### src/hw/fps_pkg.sv
// package for the front panel input scanner: sizes, timing, jumper layout
// assumes a single 250 MHz clock shared by both ends
package fps_pkg;
    localparam int unsigned CLK_MHZ       = 250;      // clock rate in MHz
    localparam int unsigned ROWS          = 4;        // keypad row lines
    localparam int unsigned COLS          = 8;        // keypad column lines
    localparam int unsigned ROW_W         = 2;        // row index width
    localparam int unsigned COL_W         = 3;        // column index width
    localparam int unsigned KEY_W         = 5;        // key code width
    localparam int unsigned WAKE_N        = 4 + ROWS + COLS; // watched lines
    localparam int unsigned PULSE_MS      = 20;       // wake pulse length, ms
    localparam int unsigned PULSE_CYC     = PULSE_MS * 1000 * CLK_MHZ;
    localparam int unsigned PULSE_W       = 23;       // width of pulse count
    localparam int unsigned JMP_N         = 10;       // jumper positions
    localparam int unsigned JMP_IDX_W     = 4;        // jumper index width
    localparam int unsigned PORT_W        = 8;        // processor port width
    localparam logic [KEY_W-1:0] KEY_LAST = 5'h1f;    // last scan position
    localparam logic [JMP_N-1:0] JMP_RST  = 10'h000;  // all lockouts off
    localparam logic [PULSE_W-1:0]   PULSE_LAST   = 23'h000001; // final count
    localparam logic [JMP_IDX_W-1:0] JMP_LAST_BIT = 4'h1;  // one bit left
    localparam logic [JMP_IDX_W-1:0] JMP_DONE     = 4'hf;  // read spent
    // jumper positions as the processor reads them, lsb first
    localparam int unsigned JMP_ALL_LOCK  = 0;
    localparam int unsigned JMP_FREQ_LOCK = 1;
    localparam int unsigned JMP_DISP_LOCK = 2;
    localparam int unsigned JMP_MODE_LOCK = 3;
    localparam int unsigned JMP_PWR_LOCK  = 4;
    localparam int unsigned JMP_PTT_LOCK  = 5;
    localparam int unsigned JMP_MORSE_LOCK= 6;
    localparam int unsigned JMP_XCVR_LOCK = 7;
endpackage : fps_pkg

### src/hw/fps_if.sv
// interface joining the panel scanner and the panel processor
// assumes both ends run on the same i_mclk
`timescale 1ns/1ns
interface fps_if;
    logic                          key_valid;   // scan halted, code held
    logic [fps_pkg::KEY_W-1:0]     key_code;    // captured key code
    logic                          restart;     // toggled to resume scan
    logic                          wake_irq;    // 20 ms interrupt pulse
    logic                          supply_rst_n;// processor held in reset
    logic                          jmp_req;     // one-cycle read request
    logic                          jmp_sdat;    // serial jumper bit
    logic                          jmp_sval;    // serial bit strobe
    modport scanner (output key_valid, key_code, wake_irq, supply_rst_n,
                     jmp_sdat, jmp_sval, input restart, jmp_req);
    modport processor (input key_valid, key_code, wake_irq, supply_rst_n,
                       jmp_sdat, jmp_sval, output restart, jmp_req);
endinterface : fps_if

### src/hw/fps_scanner.sv
// panel end: keypad scanner, wake-up pulse, supply reset, jumper serializer
// assumes panel inputs already synchronous to i_mclk
// Notes on behaviour
// RQ1: key press halts the scan oscillator
// RQ2: running counter selects row and column
// RQ3: halted count captured as unique key code
// RQ4: processor toggles restart to resume scanning
// RQ5: parity tree flags any input line change; the code misses an even number of lines changing in one cycle
// RQ6: wake change gives one 20 ms pulse
// RQ7: reset held while supply out of window
// RQ8: jumpers serialized, read once at power-up
// RQ9: processor decodes jumper positions as lockouts
// RQ10: every jumper position defaults to off
// RQ11: processor offers three 8-bit ports
// RQ12: processor core runs from its crystal
// RQ13: idle scan counter wraps and continues
`timescale 1ns/1ns
module fps_scanner (
    input  wire logic                        i_mclk,
    input  wire logic                        i_reset_n,
    fps_if.scanner                           link,
    input  wire logic [fps_pkg::ROWS-1:0]    i_key_rows,
    input  wire logic [fps_pkg::COLS-1:0]    i_key_cols,
    input  wire logic                        i_push_to_talk_input,
    input  wire logic                        i_morse_key_input,
    input  wire logic [1:0]                  i_clarifier_control,
    input  wire logic                        i_supply_ok,
    input  wire logic [fps_pkg::JMP_N-1:0]   i_jumper_fitted,
    output logic      [fps_pkg::ROW_W-1:0]   o_scan_row,
    output logic      [fps_pkg::COL_W-1:0]   o_scan_col
);
    // scan loop states, one-hot; held means a code waits for the processor
    typedef enum logic [1:0] {
        ST_SCAN = 2'h1,   // counter running
        ST_HELD = 2'h2    // stopped on a key
    } fps_state_e;

    // registers and their next values, group by group
    fps_state_e                     state_q, state_d;   // scan state
    logic [fps_pkg::KEY_W-1:0]      cnt_q, cnt_d;       // scan counter
    logic [fps_pkg::KEY_W-1:0]      code_q, code_d;     // captured code
    logic                           rst_q, rst_d;       // last restart level
    logic                           par_q, par_d;       // last parity
    logic [fps_pkg::PULSE_W-1:0]    pls_q, pls_d;       // pulse countdown
    logic                           irq_q, irq_d;       // interrupt out
    logic                           srst_q, srst_d;     // supply reset_n
    logic [fps_pkg::JMP_N-1:0]      jsh_q, jsh_d;       // jumper shifter
    logic [fps_pkg::JMP_IDX_W-1:0]  jcnt_q, jcnt_d;     // bits remaining
    logic                           jdat_q, jdat_d;     // serial bit
    logic                           jval_q, jval_d;     // serial strobe
    logic                           hit;                // selected key down
    logic                           parity;             // xor of watched lines
    logic                           vld_q, vld_d;       // key code valid

    // row part of a scan position; the row sits above the column bits
    function automatic logic [fps_pkg::ROW_W-1:0] row_of(
        input logic [fps_pkg::KEY_W-1:0] pos
    );
        row_of = pos[fps_pkg::KEY_W-1:fps_pkg::COL_W];
    endfunction : row_of

    // column part of a scan position, the low bits
    function automatic logic [fps_pkg::COL_W-1:0] col_of(
        input logic [fps_pkg::KEY_W-1:0] pos
    );
        col_of = pos[fps_pkg::COL_W-1:0];
    endfunction : col_of

    // current counter position probes one row and one column
    always_comb begin
        // two keys in different rows and columns can ghost; the first position wins
        hit = i_key_rows[row_of(cnt_q)]
            & i_key_cols[col_of(cnt_q)]; // see RQ1
        parity = ^{i_push_to_talk_input, i_morse_key_input,
                   i_clarifier_control, i_key_rows, i_key_cols}; // see RQ5
    end

    // scan loop: run, stop on hit, wait for restart toggle
    always_comb begin
        state_d = state_q;
        cnt_d   = cnt_q;
        code_d  = code_q;
        rst_d   = link.restart;
        // the counter is left alone while held, so the code stays put
        case (state_q)
            ST_SCAN: begin
                if (hit) begin
                    state_d = ST_HELD;           // see RQ1
                    code_d  = cnt_q;             // see RQ3
                end else if (cnt_q == fps_pkg::KEY_LAST) begin
                    cnt_d = '0;                  // see RQ13
                end else begin
                    cnt_d = cnt_q + 1'b1;        // see RQ2
                end
            end
            ST_HELD: begin
                // a toggle in either direction resumes, see RQ4
                if (link.restart != rst_q) begin
                    state_d = ST_SCAN;
                end
            end
            default: state_d = ST_SCAN;
        endcase
        // flop copy of the held state, so key_valid leaves a register
        vld_d = (state_d == ST_HELD);            // see RQ3
    end

    // wake-up one-shot; a change during a pulse is not retriggered
    always_comb begin
        par_d = parity;
        pls_d = pls_q;
        irq_d = irq_q;
        // parity is tracked through a pulse, so no stale edge follows it
        if (pls_q != '0) begin
            pls_d = pls_q - 1'b1;
            irq_d = (pls_q != fps_pkg::PULSE_LAST); // drop at the end
        end else if (parity != par_q) begin
            pls_d = fps_pkg::PULSE_W'(fps_pkg::PULSE_CYC); // see RQ6
            irq_d = 1'b1;
        end
    end

    // supply window and jumper serializer
    always_comb begin
        srst_d = i_supply_ok;                    // see RQ7
        jsh_d  = jsh_q;
        jcnt_d = jcnt_q;
        jdat_d = 1'b0;
        jval_d = 1'b0;
        // data and strobe stay low unless a bit is on its way
        if (!srst_q) begin
            jcnt_d = '0;                         // reread after each reset
        end else if (link.jmp_req && jcnt_q == '0) begin
            jsh_d  = i_jumper_fitted;            // see RQ8
            jcnt_d = fps_pkg::JMP_IDX_W'(fps_pkg::JMP_N);
        end else if (jcnt_q != '0 && jcnt_q != fps_pkg::JMP_DONE) begin
            jdat_d = jsh_q[0];                   // lsb first, see RQ8
            jval_d = 1'b1;
            jsh_d  = jsh_q >> 1;
            // the spent code blocks a second read until the supply drops
            jcnt_d = (jcnt_q == fps_pkg::JMP_LAST_BIT)
                   ? fps_pkg::JMP_DONE : jcnt_q - 1'b1; // once only
        end
    end

    // scan group registers; scanning starts from position zero
    // rst_q follows restart every cycle, so only a fresh toggle counts
    always_ff @(posedge i_mclk or negedge i_reset_n) begin
        if (!i_reset_n) begin
            state_q <= ST_SCAN;
            cnt_q   <= '0;
            code_q  <= '0;
            rst_q   <= 1'b0;
            vld_q   <= 1'b0;
        end else begin
            state_q <= state_d;
            cnt_q   <= cnt_d;
            code_q  <= code_d;
            rst_q   <= rst_d;
            vld_q   <= vld_d;
        end
    end

    // wake group registers; parity starts from the all-low idle level
    // the 23-bit count covers the full 20 ms at this clock
    always_ff @(posedge i_mclk or negedge i_reset_n) begin
        if (!i_reset_n) begin
            par_q   <= 1'b0;
            pls_q   <= '0;
            irq_q   <= 1'b0;
        end else begin
            par_q   <= par_d;
            pls_q   <= pls_d;
            irq_q   <= irq_d;
        end
    end

    // supply and jumper registers; shifter resets to all off, see RQ10
    // supply reset starts asserted, so the processor waits for a clean edge
    always_ff @(posedge i_mclk or negedge i_reset_n) begin
        if (!i_reset_n) begin
            srst_q  <= 1'b0;
            jsh_q   <= fps_pkg::JMP_RST;
            jcnt_q  <= '0;
            jdat_q  <= 1'b0;
            jval_q  <= 1'b0;
        end else begin
            srst_q  <= srst_d;
            jsh_q   <= jsh_d;
            jcnt_q  <= jcnt_d;
            jdat_q  <= jdat_d;
            jval_q  <= jval_d;
        end
    end

    // interface outputs, every one straight from a register
    assign link.key_valid    = vld_q;
    assign link.key_code     = code_q;
    assign link.wake_irq     = irq_q;
    assign link.supply_rst_n = srst_q;
    assign link.jmp_sdat     = jdat_q;
    assign link.jmp_sval     = jval_q;

    // scan position, split by the same decoders as the key probe
    assign o_scan_row = row_of(cnt_q);
    assign o_scan_col = col_of(cnt_q);
endmodule : fps_scanner

### src/flat_wrapper.sv
// flat-port wrapper written by rule: the top's interface ports become plain ports
module fps_scanner_flat 
  (i_mclk, i_reset_n, i_key_rows, i_key_cols, i_push_to_talk_input, i_morse_key_input, i_clarifier_control, i_supply_ok, i_jumper_fitted, o_scan_row, o_scan_col, link_key_valid, link_key_code, link_wake_irq, link_supply_rst_n, link_jmp_sdat, link_jmp_sval, link_restart, link_jmp_req);
  fps_if link_i ();
  input  wire logic i_mclk;
  input  wire logic i_reset_n;
  input  wire logic [fps_pkg::ROWS-1:0] i_key_rows;
  input  wire logic [fps_pkg::COLS-1:0] i_key_cols;
  input  wire logic i_push_to_talk_input;
  input  wire logic i_morse_key_input;
  input  wire logic [1:0] i_clarifier_control;
  input  wire logic i_supply_ok;
  input  wire logic [fps_pkg::JMP_N-1:0] i_jumper_fitted;
  output logic      [fps_pkg::ROW_W-1:0] o_scan_row;
  output logic      [fps_pkg::COL_W-1:0] o_scan_col;
  output wire logic [$bits(link_i.key_valid)-1:0] link_key_valid;
  output wire logic [$bits(link_i.key_code)-1:0] link_key_code;
  output wire logic [$bits(link_i.wake_irq)-1:0] link_wake_irq;
  output wire logic [$bits(link_i.supply_rst_n)-1:0] link_supply_rst_n;
  output wire logic [$bits(link_i.jmp_sdat)-1:0] link_jmp_sdat;
  output wire logic [$bits(link_i.jmp_sval)-1:0] link_jmp_sval;
  input wire logic [$bits(link_i.restart)-1:0] link_restart;
  input wire logic [$bits(link_i.jmp_req)-1:0] link_jmp_req;
  assign link_key_valid = link_i.key_valid;
  assign link_key_code = link_i.key_code;
  assign link_wake_irq = link_i.wake_irq;
  assign link_supply_rst_n = link_i.supply_rst_n;
  assign link_jmp_sdat = link_i.jmp_sdat;
  assign link_jmp_sval = link_i.jmp_sval;
  assign link_i.restart = link_restart;
  assign link_i.jmp_req = link_jmp_req;
  fps_scanner u_core (.i_mclk(i_mclk), .i_reset_n(i_reset_n), .link(link_i), .i_key_rows(i_key_rows), .i_key_cols(i_key_cols), .i_push_to_talk_input(i_push_to_talk_input), .i_morse_key_input(i_morse_key_input), .i_clarifier_control(i_clarifier_control), .i_supply_ok(i_supply_ok), .i_jumper_fitted(i_jumper_fitted), .o_scan_row(o_scan_row), .o_scan_col(o_scan_col));
endmodule
### config.mk
export PLATFORM = sky130hd
export DESIGN_NAME = fps_scanner_flat
export DESIGN_NICKNAME = d
export VERILOG_FILES = /design/src/hw/fps_pkg.sv /design/src/hw/fps_if.sv /design/src/hw/fps_scanner.sv /design/src/flat_wrapper.sv
export SDC_FILE = /design/constraint.sdc
export NUM_CORES = 1
export LEC_CHECK = 0
export BUFFER_PORTS_ARGS = -buffer_cell sky130_fd_sc_hd__buf_4
export CAP_MARGIN = 25
export CORE_MARGIN = 2
export CORE_UTILIZATION = 60
export DETAILED_ROUTE_END_ITERATION = 8
export PLACE_DENSITY = 0.89
export RECOVER_POWER = 50
export SKIP_LAST_GASP = 1
export SYNTH_ARGS = -nofsm -noshare
export SYNTH_HDL_FRONTEND = slang
export SYNTH_SLANG_ARGS = --single-unit
### constraint.sdc
create_clock -name i_mclk -period 3.2 [get_ports i_mclk]
set_input_delay 0.32 -clock i_mclk [delete_from_list [all_inputs] [get_ports i_mclk]]
set_output_delay 0.32 -clock i_mclk [all_outputs]
set_load 0.01 [all_outputs]
* Yosys cells after proc, flatten, opt, wreduce, memory -nomap -nowiden
Cells that the tools add are included.
** Cells by class
- $add $sub $neg :: 3
- $mul :: 0
- Divide/modulo/power cells :: 0
- Magnitude comparators :: 2
- Equality and inequality tests :: 10
- Shift-type cells :: 0
- Multiplexer cells :: 24
- Bitwise operators :: 2
- Reduce and logical (&&, ||, !) cells :: 11
** Operators by type and width (count)
- $mux W23 :: 2
- $ne A23 B1 Y1 const B :: 1
- $reduce_bool A23 Y1 :: 1
- $sub A23 B1 Y23 const B :: 1
- $mux W10 :: 2
- $mux W4 :: 4
- $reduce_xor A16 Y1 :: 1
- $mux W1 :: 10
- $reduce_and A2 Y1 :: 3
- $add A5 B1 Y5 const B :: 1
- $eq A5 B5 Y1 const B :: 1
- $mux W5 :: 1
- $eq A2 B2 Y1 const B :: 2
- $eq A4 B1 Y1 const B :: 1
- $logic_not A4 Y1 :: 1
- $lt A3 B4 Y1 const B :: 1
- $mux W2 :: 2
- $ne A4 B4 Y1 const B :: 1
- $pmux W2 S2 :: 1
- $reduce_bool A2 Y1 :: 2
- $reduce_bool A4 Y1 :: 1
- $sub A4 B1 Y4 const B :: 1
- $bmux W1 S3 :: 1
- $lt A2 B3 Y1 const B :: 1
- 7 further kinds :: 9
** Storage, ports and cells
- Bits in registers :: 56
- Latch bits :: 0
- Memory bits (writable) :: 0
- ROM bits :: 0
- Word-level logic and storage cells :: 65
- Memories kept :: 0

* Longest topological paths before layout
- Depth in word-level cells :: 6
- Gate-level depth with buffers :: 8
- Depth with buffers taken out :: 7

* Worst setup path after synthesis
Ideal clock, no wire load.
- Path type :: register to register
- Start :: register u_core.jcnt_q[0] in the netlist's numbering
- End :: register u_core.jsh_q[0] in the netlist's numbering
- Setup time :: 142 ps
- Arrival time :: 1767 ps
- Required time :: 3058 ps
- Setup slack :: 1291 ps
- Stages on the path, launching flop included :: 8
- Buffers on the path :: 1
- Clock period less this slack :: 1909 ps
- Path through :: dfrtp_1 ha_1 and3_1 a21oi_1 o21ai_1 clkbuf_1 nand2_1 o21ai_0
** On the way
- Longest elaborated chain between the ends :: 4
** RTL lines
- start, declared :: line fps_scanner.sv:48 : logic [fps_pkg::JMP_IDX_W-1:0] jcnt_q, jcnt_d;
- start signal, assigned :: line fps_scanner.sv:190 : jcnt_q <= jcnt_d;
- $ne A4 B4 Y1 (tied with other cells) :: line fps_scanner.sv:136 : end else if (jcnt_q != '0 && jcnt_q != fps_pkg::JMP_DONE) begin
- $logic_and A1 B1 Y1, on equally long branches :: line fps_scanner.sv:136, fps_scanner.sv:133
- $reduce_bool A2 Y1 (no source line)
- $reduce_and A2 Y1 (no source line)
- end signal, assigned :: line fps_scanner.sv:183 : jsh_q <= fps_pkg::JMP_RST;
- end signal, assigned :: line fps_scanner.sv:189 : jsh_q <= jsh_d;
- end, declared :: line fps_scanner.sv:47 : logic [fps_pkg::JMP_N-1:0] jsh_q, jsh_d;
Several ways; a longest one is shown, not always the timed one.
A chain may end at the register's enable or synchronous reset.

* Final worst setup path
- Start :: register u_core.pls_q[9] in the netlist's numbering
- End :: register u_core.pls_q[17] in the netlist's numbering
** On the way
- Longest elaborated chain between the ends :: 2
** RTL lines
- start, declared :: line fps_scanner.sv:44 : logic [fps_pkg::PULSE_W-1:0] pls_q, pls_d;
- start signal, assigned :: line fps_scanner.sv:173 : pls_q <= pls_d;
- $sub A23 B1 Y23 / $reduce_bool A23 Y1 (equally long branches) :: line fps_scanner.sv:115, fps_scanner.sv:114
- $mux W23 / $reduce_bool A2 Y1 (equally long branches)
Several ways; a longest one is shown, not always the timed one.

==> results by group <==
Timing
  – Clock Skews: about 0.013 ns
  – Fin crit share: just over 70%
  – RSZ-0062 raised after global routing: no
  – Slew HR: around a tenth
  – Worst setup margin: approximately 0.93 ns
  – Slew Limit Fails: 0
  – Setup TNS: 0 ns
  – Fin. Hold Viols: 0
  – Peak Freq: ~440 MHz
  – Setup Viol. Count Final: 0
  – Final worst path period need: between 2 and 2.5 ns
  – Worst-Margin Slew: ~1.3 ns

Route
  – DRC: 0
  – Vias per std cell: around 5.6
  – Drt total wl: about 5700 um
  – Drt pass-1 iters: 4
  – DR WL/cell: about 14 um
  – DRT antenna net count: 0
  – Initial drt markers: 199
  – Via count: 2237

Clock tree
  – Hold-fix buffers, CTS: 0
  – Post-CTS setup buffer count: 0
  – Htree depth: 2
  – Clock Latency Late Sink: around 0.31 ns
  – Clock Tree Root: clkbuf_8
  – Worst-path clk slew: roughly 0.10 ns
  – TritonCTS clock tree: built
  – CTS Buf Count: 5
  – CTS Buffer Depth: 2
  – PostCTS Resize Cnt: 0
  – TritonCTS Sinks: 56

Power
  – Peak supply drop: between 0.4 and 0.5 mV
  – Sequential share of power: a little over two fifths
  – Int Pwr: 1.653 mW
  – Sw Pwr: around 0.88 mW
  – Power density cells: approximately 730 nW/um^2
  – Comb pwr share: approximately 40%
  – Leakage: 1.563 nW
  – Clock power frac: between 10% and 20%
  – Sw Ratio: about a third

Job
  – Max_cap viols: 0

Finish
  – Commonest non-fill, non-tap cells in the layout: 55 x dfrtp_1, 38 x buf_4, 27 x nand2_1
  – Layout cells sized above 1: 20.18%
  – Antenna Cells: 0
  – Fin area: about 3500 um^2
  – Commonest non-fill, non-tap cell in the layout: dfrtp_1
  – FILL cells: about 340
  – Area delta synth->final: 15.61%
  – Register area: 1403 um^2
  – Fin nets: 373
  – Multi-input logic area: between 1500 and 2000 um^2

Placed design
  – Final GP Congestion: between 0.8 and 0.9
  – Place WS: about 0.81 ns
  – Detailed placement HPWL: 4003 um
  – Dpl cell area: 3387 um^2
  – Port bufs: 45

Min path
  – Min-Delay Path Class: input port to flip-flop
  – Worst hold stages: 1

Synth
  – Syn avg cell area: between 10 and 15 um^2
  – Largest family of logic cells by synthesized area: simple AND/OR/NAND/NOR gates
  – Yosys top cell by area: dfrtp_1
  – Async SR Flop Fraction: 100.0%
  – Multiplexer area fraction after synthesis: 7.699%
  – Synth Area in Simple Gates: 18.35%
  – Distinct cells, synth: 55
  – Synth warnings: 0
  – Cells after Synth: 287
  – Flops & latches, synth: between 50 and 60
  – XOR/XNOR Fraction of Synth Area: 9.155%
  – Post-synthesis compound-gate area fraction: ~11%
  – Mapped Nets: 329
  – Post-synthesis cell area: 3007 um^2
  – Sequential cell area fraction in the yosys report: between 40 and 50%
  – Share of the synthesized area in the top cell type: between 40% and 50%
  – EDFF count, synth: 0
  – Main synth FF type: dfrtp_1
  – Main area contributors after synthesis: dfrtp_1 46%, xnor2_1 5.5%, ha_1 4.6%, mux2i_1 4.3%, nand2_1 3.4%
  – Synth Area in Adders: ~4.6%

Global route
  – First-pass GRT wire length: just under 10000 um
  – Met1 Use GR: 28.63%
  – M2 GR Usage: between 30% and 40%
  – Most used routing layer in global routing: met2
  – Met3 GRT Util: between 4 and 5%
  – Total congestion overflow: 0
  – Vias in the first global route: 2239
  – Largest net degree at the start of global routing: 57
  – Gr usage total: between 20% and 30%
  – Antenna violations before repair: 0

Worst setup path
  – R2R depth: 6
  – Crit end category: flip-flop
  – CP required: 3.40 ns
  – CP max FO: 23
  – CP Launch Type: flip-flop
  – Critical path data arrival time: around 2.5 ns
  – Setup CP Type: flip-flop to flip-flop

Run status
  – Status: finished clean

Floorplan
  – # IOs: 46
  – Chip Width: ~75 um
  – Die Height: between 70 and 80 um
  – Core area: between 4000 and 5000 um^2
  – Die area: about 5600 um^2
  – Row count: 25
  – Starting Density: a little over three fifths
[sequential cells by signal, summed over array words and instances (netlist names), 2 cells and up]
register and flops:
u_core.cnt_q 5, u_core.jcnt_q 4, u_core.jsh_q 10, u_core.link.key_code 5
u_core.pls_q 23, u_core.state_q 2
[layout make-up]
cell class                      count  share of cell area [%]
Clock inverter                      1                  0.8639
Clock buffer                        7                   2.196
Timing Repair Buffer               46                   9.215
Inverter                           10                   1.080
Tap cell                           67                   2.412
Sequential cell                    56                   40.35
Multi-Input combinational cell    212                   43.88
[layer usage]
layer / vias up / share of wire [%] / wire length [um]
met5: - / 0 / 0
met3: 7 / 4.1 / 232
met4: 0 / 1.3 / 76
li1: 1091 / - / -
met1: 1085 / 44 / 2510
met2: 54 / 50 / 2861
[per-stage QoR]
step                      hold slack [ns]  power [mW]  util, %  std cells
final                              0.1294       2.535    72.63        399
after detailed placement           0.4138       2.100    70.77        390
after global placement             0.4045       2.044    70.77        390
after global routing               0.1197       2.727    72.63        399
after floorplan                   0.02441       1.782        -        287
after CTS                         0.07533       2.559    72.99        398
[cells in the mapped netlist (2+ instances only)]
library cell and number:
dfrtp_1 55, nand2_1 27, nor2_1 23, xnor2_1 19
o21ai_0 18, mux2i_1 13, ha_1 11, nor3_1 10
a21oi_1 9, inv_1 9, xor2_1 8, and3_1 7
mux2_2 7, nand3_1 7, and2_1 5, nor4_1 4
buf_2 3, clkbuf_1 3, nor2b_1 3, o31ai_2 3
a211oi_1 2, a21boi_0 2, a31oi_1 2, buf_1 2
nand3b_1 2, nand4_1 2, nor4_4 2, o21a_1 2
[worst max-delay path, cell delays in order, from the launching register on]
cell and delay (ns):
dfrtp_1 0.43, nor4_1 0.48, and3_1 0.35, nand3_1 0.17, nor2_4 0.43, nor3_1 0.13, xor2_1 0.16
[power by group through the flow]
stage	clock [mW]	sequential (mW)	combinational [mW]
floorplan	0	1.06	0.717
global placement	0	1.09	0.959
detailed placement	0	1.10	1.00
CTS	0.463	1.09	1.01
global route	0.490	1.11	1.12
finish	0.454	1.08	0.996
[kinds of logic (layout without fill, tap and decap cells)]
group / count (synthesis) / in the layout
xor+xnor: 29 / 29
compound gates: 49 / 49
buf+inv: 19 / 64
flops: 56 / 56
fa+ha+maj: 11 / 11
mux: 21 / 21
simple gates: 102 / 102
[final timing paths]
| kind | startpoint | to | slack, ns |
|---|---|---|---|
| setup reg to reg | u_core.pls_q[9] | u_core.pls_q[17] | 0.93 |
| min in group asynchronous | i_reset_n | u_core.pls_q[21] | 0.30 |
| hold reg to reg | u_core.jsh_q[6] | u_core.jsh_q[6] | 0.49 |
| setup / recovery | u_core.pls_q[9] | u_core.pls_q[17] | 0.93 |
| max in group asynchronous | i_reset_n | u_core.link.key_code[2] | 2.09 |
| hold / removal | i_supply_ok | u_core.link.supply_rst_n | 0.13 |
No activity file was read; power rests on OpenSTA's default activity.
